--- config.mk ---
export PLATFORM = sky130hd
export DESIGN_NAME = pcb_agent
export DESIGN_NICKNAME = d
export VERILOG_FILES = /design/src/rtl/pcb_pkg.sv /design/src/rtl/pcb_agent.sv
export VERILOG_INCLUDE_DIRS = /design/src /design/src/rtl
export SDC_FILE = /design/constraint.sdc
export NUM_CORES = 1
export LEC_CHECK = 0
export ABC_AREA = 1
export BUFFER_PORTS_ARGS = -buffer_cell sky130_fd_sc_hd__buf_4
export CAP_MARGIN = 20
export CORE_UTILIZATION = 46
export CTS_BUF_LIST = sky130_fd_sc_hd__clkbuf_8
export DETAILED_ROUTE_END_ITERATION = 10
export PLACE_DENSITY = 0.79
export SYNTH_ARGS = -nofsm -noshare
export SYNTH_HDL_FRONTEND = slang
export SYNTH_SLANG_ARGS = --single-unit
--- constraint.sdc ---
create_clock -name i_clock -period 1.8 [get_ports i_clock]
set_input_delay 0.09 -clock i_clock [delete_from_list [all_inputs] [get_ports i_clock]]
set_output_delay 0.09 -clock i_clock [all_outputs]
set_load 0.03 [all_outputs]
--- src/rtl/pcb_params.svh ---
// Purpose: Constants for the bus-phase signalling block
// Assumes: Command values are the code carried on the four command/byte-enable lines
// Notes: Included by the package and by the agent
`ifndef PCB_PARAMS_SVH
`define PCB_PARAMS_SVH

`define PCB_CMD_INTA 4'h0
`define PCB_CMD_SPEC 4'h1
`define PCB_CMD_IORD 4'h2
`define PCB_CMD_IOWR 4'h3
`define PCB_CMD_RSV4 4'h4
`define PCB_CMD_RSV5 4'h5
`define PCB_CMD_MRD 4'h6
`define PCB_CMD_MWR 4'h7
`define PCB_CMD_RSV8 4'h8
`define PCB_CMD_RSV9 4'h9
`define PCB_CMD_CFGRD 4'hA
`define PCB_CMD_CFGWR 4'hB
`define PCB_CMD_MRDM 4'hC
`define PCB_CMD_DAC 4'hD
`define PCB_CMD_MRDL 4'hE
`define PCB_CMD_MWI 4'hF

`define PCB_BE_NONE 4'hF
`define PCB_STOP_LIMIT 3
`define PCB_WORDS_W 8
`define PCB_TGT_BASE 32'h0000_0000
`define PCB_TGT_MASK 32'hFFFF_0000

`endif

--- src/rtl/pcb_pkg.sv ---
// Purpose: Types shared by the bus-phase signalling block
// Assumes: Constants come from pcb_params.svh
// Notes: Structs carry request and data words as units
`include "pcb_params.svh"
`default_nettype none

package pcb_pkg;
	typedef enum logic [1:0] {M_IDLE, M_ADDR, M_DATA, M_TURN} pcb_mst_e;
	typedef enum logic [1:0] {T_IDLE, T_TA, T_DATA, T_END} pcb_tgt_e;
	typedef struct packed {
		logic [3:0] cmd;
		logic [31:0] addr;
		logic [`PCB_WORDS_W-1:0] words;
	} pcb_req_s;
	typedef struct packed {
		logic [31:0] data;
		logic [3:0] be_n;
	} pcb_word_s;
	typedef struct packed {
		logic [3:0] cmd;
		logic [31:0] addr;
	} pcb_hdr_s;
endpackage : pcb_pkg

`default_nettype wire
--- src/rtl/pcb_agent.sv ---
// Purpose: Bus agent issuing transactions as master and answering memory cycles as target
// Assumes: i_clock is the bus_clock itself, so bus inputs are sampled directly; grant is held
// Notes: Device select, retry, abort and arbitration live in other blocks
`include "pcb_params.svh"
`default_nettype none

module pcb_agent
	import pcb_pkg::*;
#(
	parameter logic [31:0] TGT_BASE = `PCB_TGT_BASE,
	parameter logic [31:0] TGT_MASK = `PCB_TGT_MASK
) (
	input wire logic i_clock,
	input wire logic i_srst,
	input wire logic [31:0] i_ad,
	output logic [31:0] o_ad,
	output logic o_ad_oe_n,
	input wire logic [3:0] i_cbe_n,
	output logic [3:0] o_cbe_n,
	output logic o_cbe_oe_n,
	output logic o_par,
	output logic o_par_oe_n,
	input wire logic i_frame_n,
	output logic o_frame_n,
	output logic o_frame_oe_n,
	input wire logic i_irdy_n,
	output logic o_irdy_n,
	output logic o_irdy_oe_n,
	input wire logic i_trdy_n,
	output logic o_trdy_n,
	output logic o_trdy_oe_n,
	input wire logic i_stop_n,
	input wire logic i_req_valid,
	input wire pcb_req_s i_req,
	output logic o_req_ready,
	output logic o_req_bad,
	input wire pcb_word_s i_mst_word,
	output logic o_mst_take,
	output logic [31:0] o_mst_rdata,
	output logic o_mst_rvalid,
	output logic o_mst_done,
	output logic o_mst_stopped,
	output pcb_hdr_s o_tgt_hdr,
	output logic o_tgt_start,
	output logic o_tgt_busy,
	input wire logic i_tgt_ready,
	input wire logic [31:0] i_tgt_rdata,
	output logic o_tgt_rtake,
	output pcb_word_s o_tgt_word,
	output logic o_tgt_wvalid
);

	localparam int WW = `PCB_WORDS_W;

	function automatic logic cmd_legal(input logic [3:0] cmd);
		case (cmd)
			`PCB_CMD_RSV4, `PCB_CMD_RSV5, `PCB_CMD_RSV8, `PCB_CMD_RSV9, `PCB_CMD_DAC: cmd_legal = 1'b0;
			default: cmd_legal = 1'b1;
		endcase
	endfunction : cmd_legal

	function automatic logic cmd_is_write(input logic [3:0] cmd);
		case (cmd)
			`PCB_CMD_IOWR, `PCB_CMD_MWR, `PCB_CMD_MWI, `PCB_CMD_CFGWR, `PCB_CMD_SPEC: cmd_is_write = 1'b1;
			default: cmd_is_write = 1'b0;
		endcase
	endfunction : cmd_is_write

	function automatic logic cmd_is_mem(input logic [3:0] cmd);
		case (cmd)
			`PCB_CMD_MRD, `PCB_CMD_MWR, `PCB_CMD_MRDM: cmd_is_mem = 1'b1;
			`PCB_CMD_MRDL, `PCB_CMD_MWI: cmd_is_mem = 1'b1;
			default: cmd_is_mem = 1'b0;
		endcase
	endfunction : cmd_is_mem

	pcb_mst_e mst_q;
	pcb_tgt_e tgt_q;
	logic [WW-1:0] remain_q;
	logic wr_q;
	logic stopped_q;
	logic trd_q;
	logic frame_prev_q;
	logic [3:0] cbe_bus;
	logic m_go;
	logic m_xfer;
	logic m_end;
	logic m_load;
	logic t_start;
	logic t_xfer;
	logic t_quit;
	logic t_give;

	// Lines we do not drive carry the other master's command or enables
	assign cbe_bus = o_cbe_oe_n ? i_cbe_n : o_cbe_n;
	assign m_go = (mst_q == M_IDLE) && o_req_ready && i_req_valid && cmd_legal(i_req.cmd)
		&& (tgt_q == T_IDLE) && i_frame_n && i_irdy_n;
	assign m_xfer = (mst_q == M_DATA) && !o_irdy_n && !i_trdy_n;
	assign m_end = (mst_q == M_DATA) && o_frame_n && (m_xfer || !i_stop_n);
	assign m_load = (mst_q == M_ADDR) || (m_xfer && !m_end);
	assign t_start = (tgt_q == T_IDLE) && (mst_q == M_IDLE) && frame_prev_q && !i_frame_n && i_irdy_n
		&& cmd_is_mem(i_cbe_n) && ((i_ad & TGT_MASK) == TGT_BASE);
	assign t_xfer = (tgt_q == T_DATA) && !o_trdy_n && !i_irdy_n;
	assign t_quit = (tgt_q == T_DATA) && i_frame_n && (t_xfer || i_irdy_n);
	assign t_give = (tgt_q == T_DATA) && o_trdy_n && i_tgt_ready && !t_quit;

	always_ff @(posedge i_clock) begin
		if (i_srst) begin
			frame_prev_q <= 1'b1;
		end else begin
			frame_prev_q <= i_frame_n;
		end
	end

	// Master framing; no target answer means the master waits, abort is handled elsewhere
	always_ff @(posedge i_clock) begin
		if (i_srst) begin
			mst_q <= M_IDLE;
			remain_q <= '0;
			wr_q <= 1'b0;
			stopped_q <= 1'b0;
			o_frame_n <= 1'b1;
			o_frame_oe_n <= 1'b1;
			o_irdy_n <= 1'b1;
			o_irdy_oe_n <= 1'b1;
			o_cbe_n <= `PCB_BE_NONE;
			o_cbe_oe_n <= 1'b1;
			o_req_ready <= 1'b1;
		end else begin
			case (mst_q)
				M_IDLE: begin
					if (m_go) begin
						mst_q <= M_ADDR;
						o_req_ready <= 1'b0;
						wr_q <= cmd_is_write(i_req.cmd);
						remain_q <= (i_req.words == '0) ? WW'(1) : i_req.words;
						stopped_q <= 1'b0;
						o_frame_n <= 1'b0;
						o_frame_oe_n <= 1'b0;
						o_cbe_n <= i_req.cmd;
						o_cbe_oe_n <= 1'b0;
					end
				end
				M_ADDR: begin
					mst_q <= M_DATA;
					o_irdy_n <= 1'b0;
					o_irdy_oe_n <= 1'b0;
					o_cbe_n <= i_mst_word.be_n;
					o_frame_n <= (remain_q == WW'(1));
				end
				M_DATA: begin
					if (m_end) begin
						mst_q <= M_TURN;
						o_irdy_n <= 1'b1;
						o_cbe_oe_n <= 1'b1;
					end else begin
						if (!i_stop_n) begin
							o_frame_n <= 1'b1;
							stopped_q <= 1'b1;
						end
						if (m_xfer) begin
							remain_q <= remain_q - WW'(1);
							o_cbe_n <= i_mst_word.be_n;
							if (remain_q <= WW'(2)) begin
								o_frame_n <= 1'b1;
							end
						end
					end
				end
				M_TURN: begin
					// Drive high for one clock before release so the pull-up is not relied on
					mst_q <= M_IDLE;
					o_frame_oe_n <= 1'b1;
					o_irdy_oe_n <= 1'b1;
					o_req_ready <= 1'b1;
				end
				default: mst_q <= M_IDLE;
			endcase
		end
	end

	// Target answers one word per two clocks; the idle clock after each word keeps TRDY# simple
	always_ff @(posedge i_clock) begin
		if (i_srst) begin
			tgt_q <= T_IDLE;
			trd_q <= 1'b0;
			o_trdy_n <= 1'b1;
			o_trdy_oe_n <= 1'b1;
			o_tgt_hdr <= '0;
		end else begin
			case (tgt_q)
				T_IDLE: begin
					if (t_start) begin
						o_tgt_hdr <= '{cmd: i_cbe_n, addr: i_ad};
						trd_q <= !cmd_is_write(i_cbe_n);
						tgt_q <= cmd_is_write(i_cbe_n) ? T_DATA : T_TA;
						o_trdy_oe_n <= 1'b0;
					end
				end
				T_TA: tgt_q <= T_DATA;
				T_DATA: begin
					if (t_quit) begin
						tgt_q <= T_END;
						o_trdy_n <= 1'b1;
					end else if (t_give) begin
						o_trdy_n <= 1'b0;
					end else if (t_xfer) begin
						o_trdy_n <= 1'b1;
					end
				end
				T_END: begin
					tgt_q <= T_IDLE;
					o_trdy_oe_n <= 1'b1;
				end
				default: tgt_q <= T_IDLE;
			endcase
		end
	end

	// Shared AD drivers; master and target phases never overlap
	always_ff @(posedge i_clock) begin
		if (i_srst) begin
			o_ad <= '0;
			o_ad_oe_n <= 1'b1;
		end else if (m_go) begin
			o_ad <= i_req.addr;
			o_ad_oe_n <= 1'b0;
		end else if (mst_q == M_ADDR) begin
			if (wr_q) begin
				o_ad <= i_mst_word.data;
			end else begin
				o_ad_oe_n <= 1'b1;
			end
		end else if (m_end) begin
			o_ad_oe_n <= 1'b1;
		end else if (m_xfer && wr_q) begin
			o_ad <= i_mst_word.data;
		end else if (t_give && trd_q) begin
			o_ad <= i_tgt_rdata;
			o_ad_oe_n <= 1'b0;
		end else if (t_quit) begin
			o_ad_oe_n <= 1'b1;
		end
	end

	// Parity trails AD by one clock, so it holds one clock past each completed phase
	always_ff @(posedge i_clock) begin
		if (i_srst) begin
			o_par <= 1'b0;
			o_par_oe_n <= 1'b1;
		end else begin
			o_par <= ^{o_ad, cbe_bus};
			o_par_oe_n <= o_ad_oe_n;
		end
	end

	always_ff @(posedge i_clock) begin
		if (i_srst) begin
			o_req_bad <= 1'b0;
			o_mst_take <= 1'b0;
			o_mst_rdata <= '0;
			o_mst_rvalid <= 1'b0;
			o_mst_done <= 1'b0;
			o_mst_stopped <= 1'b0;
			o_tgt_start <= 1'b0;
			o_tgt_busy <= 1'b0;
			o_tgt_rtake <= 1'b0;
			o_tgt_word <= '0;
			o_tgt_wvalid <= 1'b0;
		end else begin
			o_req_bad <= (mst_q == M_IDLE) && o_req_ready && i_req_valid && !cmd_legal(i_req.cmd);
			o_mst_take <= m_load;
			o_mst_rvalid <= m_xfer && !wr_q;
			if (m_xfer && !wr_q) begin
				o_mst_rdata <= i_ad;
			end
			o_mst_done <= m_end;
			o_mst_stopped <= m_end && (stopped_q || !i_stop_n);
			o_tgt_start <= t_start;
			o_tgt_busy <= t_start || (tgt_q == T_TA) || ((tgt_q == T_DATA) && !t_quit);
			o_tgt_rtake <= t_xfer && trd_q;
			o_tgt_wvalid <= t_xfer && !trd_q;
			if (t_xfer && !trd_q) begin
				o_tgt_word <= '{data: i_ad, be_n: i_cbe_n};
			end
		end
	end
endmodule : pcb_agent

`default_nettype wire

* Yosys cells after proc, flatten, opt, wreduce, memory -nomap -nowiden
Cells that the tools add are included.
Storage, ports and cells: input port bits 156, word-level logic and storage cells 211, output and inout bits 160, bits in registers 175
Operators by class: magnitude comparators 1, mux-type cells 57, reduce and logical (&&, ||, !) cells 83, equal/unequal tests 36, $add $sub $neg 1
Operators by type and width (count):
- $mux 32 | 6
- $eq 4x4->1 const B | 9
- $reduce_xor 36->1 | 1
- $logic_and 1x1->1 | 32
- $logic_not 32->1 | 1
- $mux 8 | 4
- $mux 1 | 27
- $eq 4x3->1 const B | 5
- $reduce_or 5->1 | 4
- $mux 4 | 4
- $pmux 2 s4 | 2
- $pmux 8 s2 | 1
- $reduce_and 2->1 | 8
- $ne 2x2->1 const B | 7
- $logic_not 1->1 | 12
- $pmux 1 s2 | 6
- $pmux 4 s3 | 1
- $reduce_and 3->1 | 4
- $reduce_and 4->1 | 3
- $mux 2 | 5
- $reduce_bool 2->1 | 5
- $eq 2x2->1 const B | 4
- $eq 4x1->1 const B | 2
- $eq 4x2->1 const B | 2
- other kinds (14) | 23

* Longest topological paths before layout
Gate-level depths: netlist of run 1.
depth in word-level cells 13, mapped depth 16, depth with buffers taken out 15

* Worst setup path after synthesis of run 1
Ideal clock, no wire load.
kind register to register, start register mst_q[0], end register o_ad[20], library setup time 0.116 ns, cell stages (with the launch flop) 13, buffers on the path 2, slack 0.051 ns, data required time 1.684 ns, clock period less this slack 1.749 ns, arrival time 1.633 ns, cell sequence dfxtp_1 -> inv_1 -> ha_1 -> nand3_1 -> nor3_1 -> nand2_2 -> inv_2 -> buf_6 -> a21oi_4 -> nand2_4 -> buf_2 -> o21ai_0 -> nor2_1
On the way: cells in the longest elaborated chain, start to end 9, elaborated cells on any way between the ends 23, those cells by class eq/ne (4); mux (4); reduce/logical (15)
RTL lines:
- start: declaration | RTL line pcb_agent.sv:77 | pcb_mst_e mst_q;
- start signal: assignment | RTL line pcb_agent.sv:118 | mst_q <= M_IDLE;
- start signal: assignment | RTL line pcb_agent.sv:133 | mst_q <= M_ADDR;
- start signal: assignment | RTL line pcb_agent.sv:145 | mst_q <= M_DATA;
- $logic_not 2->1 | RTL line pcb_agent.sv:96 | assign m_go = (mst_q == M_IDLE) && o_req_ready && i_req_valid && cmd_legal(i_req.cmd)
- $logic_and 1x1->1 (3 in series) | RTL line pcb_agent.sv:96
- $logic_and 1x1->1 (3 in series) | RTL line pcb_agent.sv:97 | && (tgt_q == T_IDLE) && i_frame_n && i_irdy_n;
- $ne 3x2->1 (no source line), or another cell as far along
- $reduce_and 3->1 (no source line)
- end signal: assignment | RTL line pcb_agent.sv:226 | o_ad <= i_req.addr;
- end signal: assignment | RTL line pcb_agent.sv:230 | o_ad <= i_mst_word.data;
- end signal: assignment | RTL line pcb_agent.sv:237 | o_ad <= i_mst_word.data;
- end: declaration | RTL line pcb_agent.sv:16 | output logic [31:0] o_ad,
Several ways; a longest one is shown, not always the timed one. The select of a mux whose other input is x is not followed. A chain may end at the register's enable or synchronous reset.

* Worst setup path in the final report of run 1
start register tgt_q[0], end register o_ad[7]
On the way: cells in the longest elaborated chain, start to end 10, elaborated cells on any way between the ends 20, those cells by class eq/ne (3); mux (1); reduce/logical (16)
RTL lines:
- start: declaration | RTL line pcb_agent.sv:78 | pcb_tgt_e tgt_q;
- start signal: assignment | RTL line pcb_agent.sv:196 | tgt_q <= cmd_is_write(i_cbe_n) ? T_DATA : T_TA;
- $eq 2x2->1 | RTL line pcb_agent.sv:103, pcb_agent.sv:104, pcb_agent.sv:105
- $logic_and 1x1->1 (2 in series) | RTL line pcb_agent.sv:103 | assign t_xfer = (tgt_q == T_DATA) && !o_trdy_n && !i_irdy_n;
- $logic_or 1x1->1 | RTL line pcb_agent.sv:104 | assign t_quit = (tgt_q == T_DATA) && i_frame_n && (t_xfer || i_irdy_n);
- $logic_and 1x1->1 | RTL line pcb_agent.sv:104
- $logic_not 1->1 | RTL line pcb_agent.sv:105 | assign t_give = (tgt_q == T_DATA) && o_trdy_n && i_tgt_ready && !t_quit;
- $logic_and 1x1->1 | RTL line pcb_agent.sv:105
- $logic_and 1x1->1 | RTL line pcb_agent.sv:238 | end else if (t_give && trd_q) begin
- $reduce_bool 4->1 (no source line)
- $reduce_and 3->1 (no source line)
- end signal: assignment | RTL line pcb_agent.sv:230
- end signal: assignment | RTL line pcb_agent.sv:237
- end signal: assignment | RTL line pcb_agent.sv:239 | o_ad <= i_tgt_rdata;
Several ways; a longest one is shown, not always the timed one.

==> flow_summary.json, run 1 <==
{
  "min_period_ns": 1.98,
  "setup.worst_path.end_class": "register",
  "ys_seq_elements": 175,
  "clock_path_buffers": 2,
  "die_h_um": 135,
  "whs_ns": 0.0223,
  "synthMuxAreaShare_pct": 0.507,
  "yosys.area_share.adder_pct": 2.00,
  "cts.clk_slew.worst_paths_ns": 0.10,
  "wl_met2_mm": 14.6,
  "highest_layer": "met4",
  "antenna_found_initial": 0,
  "clock-sinks": 175,
  "post-route-period-util_pct": 110,
  "synth_edf_count": 0,
  "clock.fmax_ghz": 0.506,
  "start_util_pct": 47.1,
  "io_buffer_count": 315,
  "cts_made_buffers": 17,
  "die_area_um2": 18200,
  "synth.top_cell.area_share_pct": 43.0,
  "vdd_drop_max_mv": 0.660,
  "wirelength_mm": 30.3,
  "tightestPinTransition_ns": 0.412,
  "drive_gt1_share_pct": 34.6,
  "core_um2": 17300,
  "violations": "negative setup slack",
  "multiInputGateArea_um2": 4390,
  "clock_latency_ns": 0.47,
  "root_buffer": "clkbuf_8",
  "critPathMaxFanout": 6,
  "grt_pass1_vias": 9059,
  "track_usage_pct": 30.8,
  "synth_nets": 1345,
  "final_common_cell": "buf_4",
  "synthXorXnorAreaFrac_pct": 1.72,
  "rsz0062_at_grt": "true",
  "num-fill-cells": 1243,
  "criticalPathCategory": "register to register",
  "synthTopCellsByArea": "dfxtp_1 43%, nor2_1 12%, o21ai_0 12%",
  "syn_avg_cell_area_um2": 6.92,
  "cts.htree.levels": 4,
  "cap_violations": 0,
  "maxSlewViolCount": 0,
  "ys_seq_area_share_pct": 43.0,
  "yosysTopAreaCell": "dfxtp_1",
  "fin_skew_ns": 0.0178,
  "die_x_um": 135,
  "drcViolationCount": 0,
  "place.gp.congestion": 0.904,
  "slew_headroom_pct": 72.3,
  "fp-row-count": 48,
  "power_density_nw_per_um2": 1080,
  "drtAntennaViolNets": 0,
  "route.vias.total": 9667,
  "synth_top_family_by_area": "simple AND/OR/NAND/NOR gates",
  "setup_slack_ns": -0.176,
  "critPathLaunchType": "register",
  "cts_tree": "built",
  "setup_violations": 36,
  "grt_overflow": 0,
  "ys_types": 47,
  "syn_inst": 1176,
  "dp_hpwl_mm": 19.5,
  "syn_area_um2": 8140,
  "outcome": "finished with violations",
  "crit_required_ns": 2.15,
  "nets": 1779,
  "synth_compound_area_share_pct": 16.5,
  "synth_simple_gate_area_share_pct": 28.8,
  "drtPass1Iterations": 5,
  "grt_pass1_wl_mm": 44.3,
  "p_total_uw": 14200,
  "ioPinCount": 316,
  "arrival_ns": 2.33,
  "grt_max_degree": 88,
  "wl_per_cell_um": 16.4,
  "seq_area_um2": 3510,
  "mostFrequentLayoutCells": "359 x buf_4, 245 x nor2_1, 201 x nand2_1",
  "yosysWarnings": 0,
  "hold_viol": 0,
  "met1_length_mm": 12.0,
  "drtIter0Drc": 614,
  "syn2layout_area_growth_pct": 60.4,
  "ys_async_sr_fraction_pct": 0,
  "wl_met3_mm": 2.62,
  "ys.flop_type": "dfxtp_1",
  "via_per_inst": 5.23,
  "hold_path_class": "primary input to register",
  "power.leakage_uw": 0.00641
}
## routing by layer
layer  vias to the layer above  GRT usage, %
met4                         0          12.0
li1                       4631             -
met1                      4480          37.3
met5                         -             0
met3                        86          8.45
met2                       470          51.7
## logic make-up (layout without fill, tap and decap cells)
family / after synthesis / after routing
compound gates: 253 / 253
xor+xnor: 16 / 16
fa+ha+maj: 13 / 13
buf+inv: 144 / 591
flops: 175 / 175
mux: 4 / 4
other cells: 0 / 1
simple gates: 571 / 571
## worst paths after layout
path / cells past startpoint / startpoint / to / slack [ns]
worst max-delay path: 13 / tgt_q[0] / o_ad[7] / -0.18
worst max register to register: 13 / tgt_q[0] / o_ad[7] / -0.18
worst min register to register: 2 / o_tgt_hdr[24] / o_tgt_hdr[24] / 0.46
worst min-delay path: 5 / i_req[7] / remain_q[7] / 0.02
## worst max-delay path, cell delays in order (launching register included)
cell	delay, ns
dfxtp_2	0.35
inv_4	0.08
ha_4	0.15
nand2_4	0.06
buf_6	0.12
nor3_4	0.16
nand2_2	0.13
inv_4	0.14
a21oi_4	0.04
nand2_4	0.17
inv_8	0.07
clkbuf_16	0.17
nor2_1	0.16
nor2_1	0.08
## layout make-up
type	count	area share, %
clock buffers	19	2.00
well taps	225	2.16
multi-input cells	857	33.6
clock inverters	13	1.30
repair inverters	1	0.0479
inverters	84	2.71
diodes	1	0.0192
flip-flops and latches	175	26.9
repair buffers	474	31.3
## repair_timing
item / 4_1_cts / 5_1_grt
setup buffers: 12 / 9
gates cloned: 3 / 6
endpoints found under the setup margin: 84 / 144
endpoints found under the hold margin: 133 / 0
gates resized for setup: 52 / 142
hold buffers: 79 / 0
pin swaps: 14 / 10
## cell usage after synthesis, types with 2 or more instances
library cell	n
nor4_1	6
and3_1	2
clkbuf_1	38
mux2i_1	3
xnor2_1	9
a21oi_1	24
a21oi_4	2
a211oi_1	5
inv_2	7
buf_1	2
buf_2	12
nand2_1	211
buf_4	3
nand3_1	31
ha_1	13
dfxtp_1	175
o31ai_1	3
o21ai_1	16
o21ai_0	192
xor2_1	7
buf_6	4
inv_1	75
nand3b_1	3
nand4_1	2
nor3_1	7
nor2_1	269
o211ai_1	2
or2_2	34
## state kept, by name (all words and copies together), names as in the netlist, 2 cells and up
name	cells
o_cbe_n	4
o_mst_rdata	32
mst_q	2
remain_q	8
tgt_q	2
o_ad	32
o_tgt_hdr	36
o_tgt_word	36
## power breakdown
group	internal [uW]	total [uW]	switching (uW)
Combinational	2840	6550	3710
Sequential	4280	4640	365
Clock	1370	2960	1590
## through the flow
| step | setup WS, ns | instances | utilization [%] | TNS, ns | cell area [um^2] |
|---|---|---|---|---|---|
| floorplan | 0.0508 | 1176 | - | 0 | 8140 |
| global placement | -0.0655 | 1710 | 63.8 | -1.05 | 11000 |
| detailed placement | -0.131 | 1710 | 63.8 | -3.77 | 11000 |
| CTS | -0.0456 | 1835 | 72.5 | -0.887 | 12500 |
| global route | -0.255 | 1848 | 75.5 | -8.58 | 13100 |
| finish | -0.176 | 1849 | 75.5 | -2.12 | 13100 |
Note: power is estimated with default switching activity, not from simulation.
==> run 2: changes to the inputs <==
--- a/config.mk
+++ b/config.mk
@@ -13,6 +13,8 @@
 export CTS_BUF_LIST = sky130_fd_sc_hd__clkbuf_8
 export DETAILED_ROUTE_END_ITERATION = 10
 export PLACE_DENSITY = 0.79
+export RECOVER_POWER = 25
+export SETUP_SLACK_MARGIN = 0.1
 export SYNTH_ARGS = -nofsm -noshare
 export SYNTH_HDL_FRONTEND = slang
 export SYNTH_SLANG_ARGS = --single-unit
==> flow_summary.json, run 2 (same netlist as run 1, synthesis figures left out) <==
{
  "outcome": "finished with violations",
  "violations": "negative hold slack, negative setup slack",
  "core_um2": 17300,
  "cts.htree.levels": 4,
  "crit_buf_inv": 5,
  "clock-sinks": 175,
  "root_buffer": "clkbuf_8",
  "wirelength_mm": 32.1,
  "power_density_nw_per_um2": 1110,
  "tightestPinTransition_ns": 0.525,
  "critPathMaxFanout": 11,
  "die_area_um2": 18200,
  "ioPinCount": 316,
  "place.gp.congestion": 0.851,
  "drtPass1Iterations": 7,
  "vdd_drop_max_mv": 0.729,
  "maxSlewViolCount": 0,
  "dp_cells": 1709,
  "die_h_um": 135,
  "placed_area_um2": 11100,
  "max_stage_delay_ns": 0.36,
  "p_seq_share_pct": 32.2,
  "cts.clk_slew.worst_paths_ns": 0.10,
  "track_usage_pct": 30.7,
  "dp_hpwl_mm": 19.7,
  "power.leakage_uw": 0.00622,
  "switching_power_uw": 5880,
  "grt_use_met2_pct": 51.6,
  "start_util_pct": 47.1,
  "cts_tree": "built",
  "grt_overflow": 0,
  "nets": 1768,
  "reg2reg_slack_ns": -0.13,
  "top_regs": "o_tgt_hdr (36), o_tgt_word (36)",
  "whs_ns": -0.00208,
  "grtUsageMet1_pct": 35.9,
  "rsz0062_at_grt": "true",
  "fin_cells": 1838,
  "via_per_inst": 5.28,
  "p_int_uw": 8530,
  "setup.worst_path.end_class": "register",
  "crit_required_ns": 2.19,
  "grt_max_degree": 62,
  "cp_slowest_cell": "dfxtp_2",
  "slew_headroom_pct": 65.2,
  "arrival_ns": 2.32,
  "cts_made_buffers": 17,
  "wl_per_cell_um": 17.5,
  "min_period_ns": 1.93,
  "crit_family": "buffers and inverters",
  "critPathLaunchType": "register",
  "grt_pass1_wl_mm": 43.7,
  "drcViolationCount": 0,
  "grt_pass1_vias": 8700,
  "die_x_um": 135,
  "worstPathCellList": "inv_4 > buf_6 > ha_4 > nand3_4 > nor3_4 > nand2_2 > clkinv_4 > buf_12 > buf_16 > o21ai_0 > nor2_2 > nor2_1",
  "setup_slack_ns": -0.132,
  "fin_area_um2": 13000,
  "mostFrequentLayoutCells": "297 x buf_4, 235 x nor2_1, 199 x nand2_1",
  "fp-row-count": 48,
  "io_buffer_count": 315,
  "drtIter0Drc": 564,
  "cap_violations": 0,
  "swShare_pct": 40.8,
  "criticalPathCategory": "register to register",
  "pwr-share-clk_pct": 19.9,
  "busiest_layer": "met2",
  "route.vias.total": 9706,
  "fin_skew_ns": 0.0154,
  "antenna_found_initial": 1,
  "use_met3_pct": 9.42,
  "hold_viol": 1,
  "syn2layout_area_growth_pct": 60.2,
  "post-route-period-util_pct": 107,
  "fin_tns_setup_ns": -0.991,
  "setup_violations": 36,
  "hold_path_class": "primary input to register",
  "drive_gt1_share_pct": 34.0,
  "final_common_cell": "buf_4",
  "clock.fmax_ghz": 0.518,
  "clock_latency_ns": 0.47,
  "drtAntennaViolNets": 0,
  "clock_path_buffers": 2,
  "combPwrFrac_pct": 47.9
}
[run 2: final cells by class]
cell class	count	area (um^2)
Antenna cell	1	2.50
Clock buffer	18	248
Clock inverter	14	154
Fill cell	1250	4250
Inverter	84	362
Multi-Input combinational cell	857	4550
Sequential cell	175	3510
Tap cell	225	282
Timing Repair Buffer	463	3930
Timing Repair inverter	1	6.26
[run 2: worst paths after layout]
kind	from	endpoint	cells past startpoint
max	mst_q[0]	o_ad[14]	12
max reg2reg	mst_q[0]	o_ad[14]	12
min	i_req[2]	remain_q[2]	5
min reg2reg	o_tgt_hdr[22]	o_tgt_hdr[22]	2
[run 2: repair_timing]
| action | in CTS | in global routing |
|---|---|---|
| hold buffers | 69 | 0 |
| hold endpoints to repair | 120 | 0 |
| pin swaps | 12 | 37 |
| setup endpoints to repair | 113 | 163 |
| setup buffers | 3 | 12 |
| gates resized for setup | 105 | 143 |
| gates cloned | 5 | 9 |
[run 2: worst register-to-register path, delay by kind of cell, from the launching register on]
kind | cells | cell delay [ns]
flip-flops | 1 | 0.36
adder cells (fa/ha/maj) | 1 | 0.17
AND/OR/NAND/NOR | 5 | 0.48
buffers and inverters | 5 | 0.59
AO/OA/AOI/OAI | 1 | 0.27
[run 2: metrics by stage]
| step | worst slack (ns) | util (%) | total power [uW] | hold slack, ns |
|---|---|---|---|---|
| after global routing | -0.207 | 75.4 | 15100 | 0.00705 |
| final | -0.132 | 75.4 | 14400 | -0.00208 |
| after detailed placement | -0.0775 | 64.2 | 10200 | 0.319 |
| after floorplan | 0.101 | - | 8180 | 0.174 |
| after global placement | -0.0243 | 64.2 | 10000 | 0.318 |
| after CTS | 0.00938 | 72.6 | 13700 | 0.0000393 |
[run 2: power groups by stage]
stage          combinational [uW]  clock (uW)  sequential (uW)
2_1_floorplan                3080           0             5100
3_3_place_gp                 5370           0             4680
3_5_place_dp                 5490           0             4680
4_1_cts                      6180        2870             4610
5_1_grt                      7410        3030             4700
6_report                     6900        2870             4650
[run 2: metal layers]
layer	wire length, um	part of all wire, %
met5	0	0
met4	1240	3.9
met3	2730	8.5
met1	12500	39
met2	15700	49
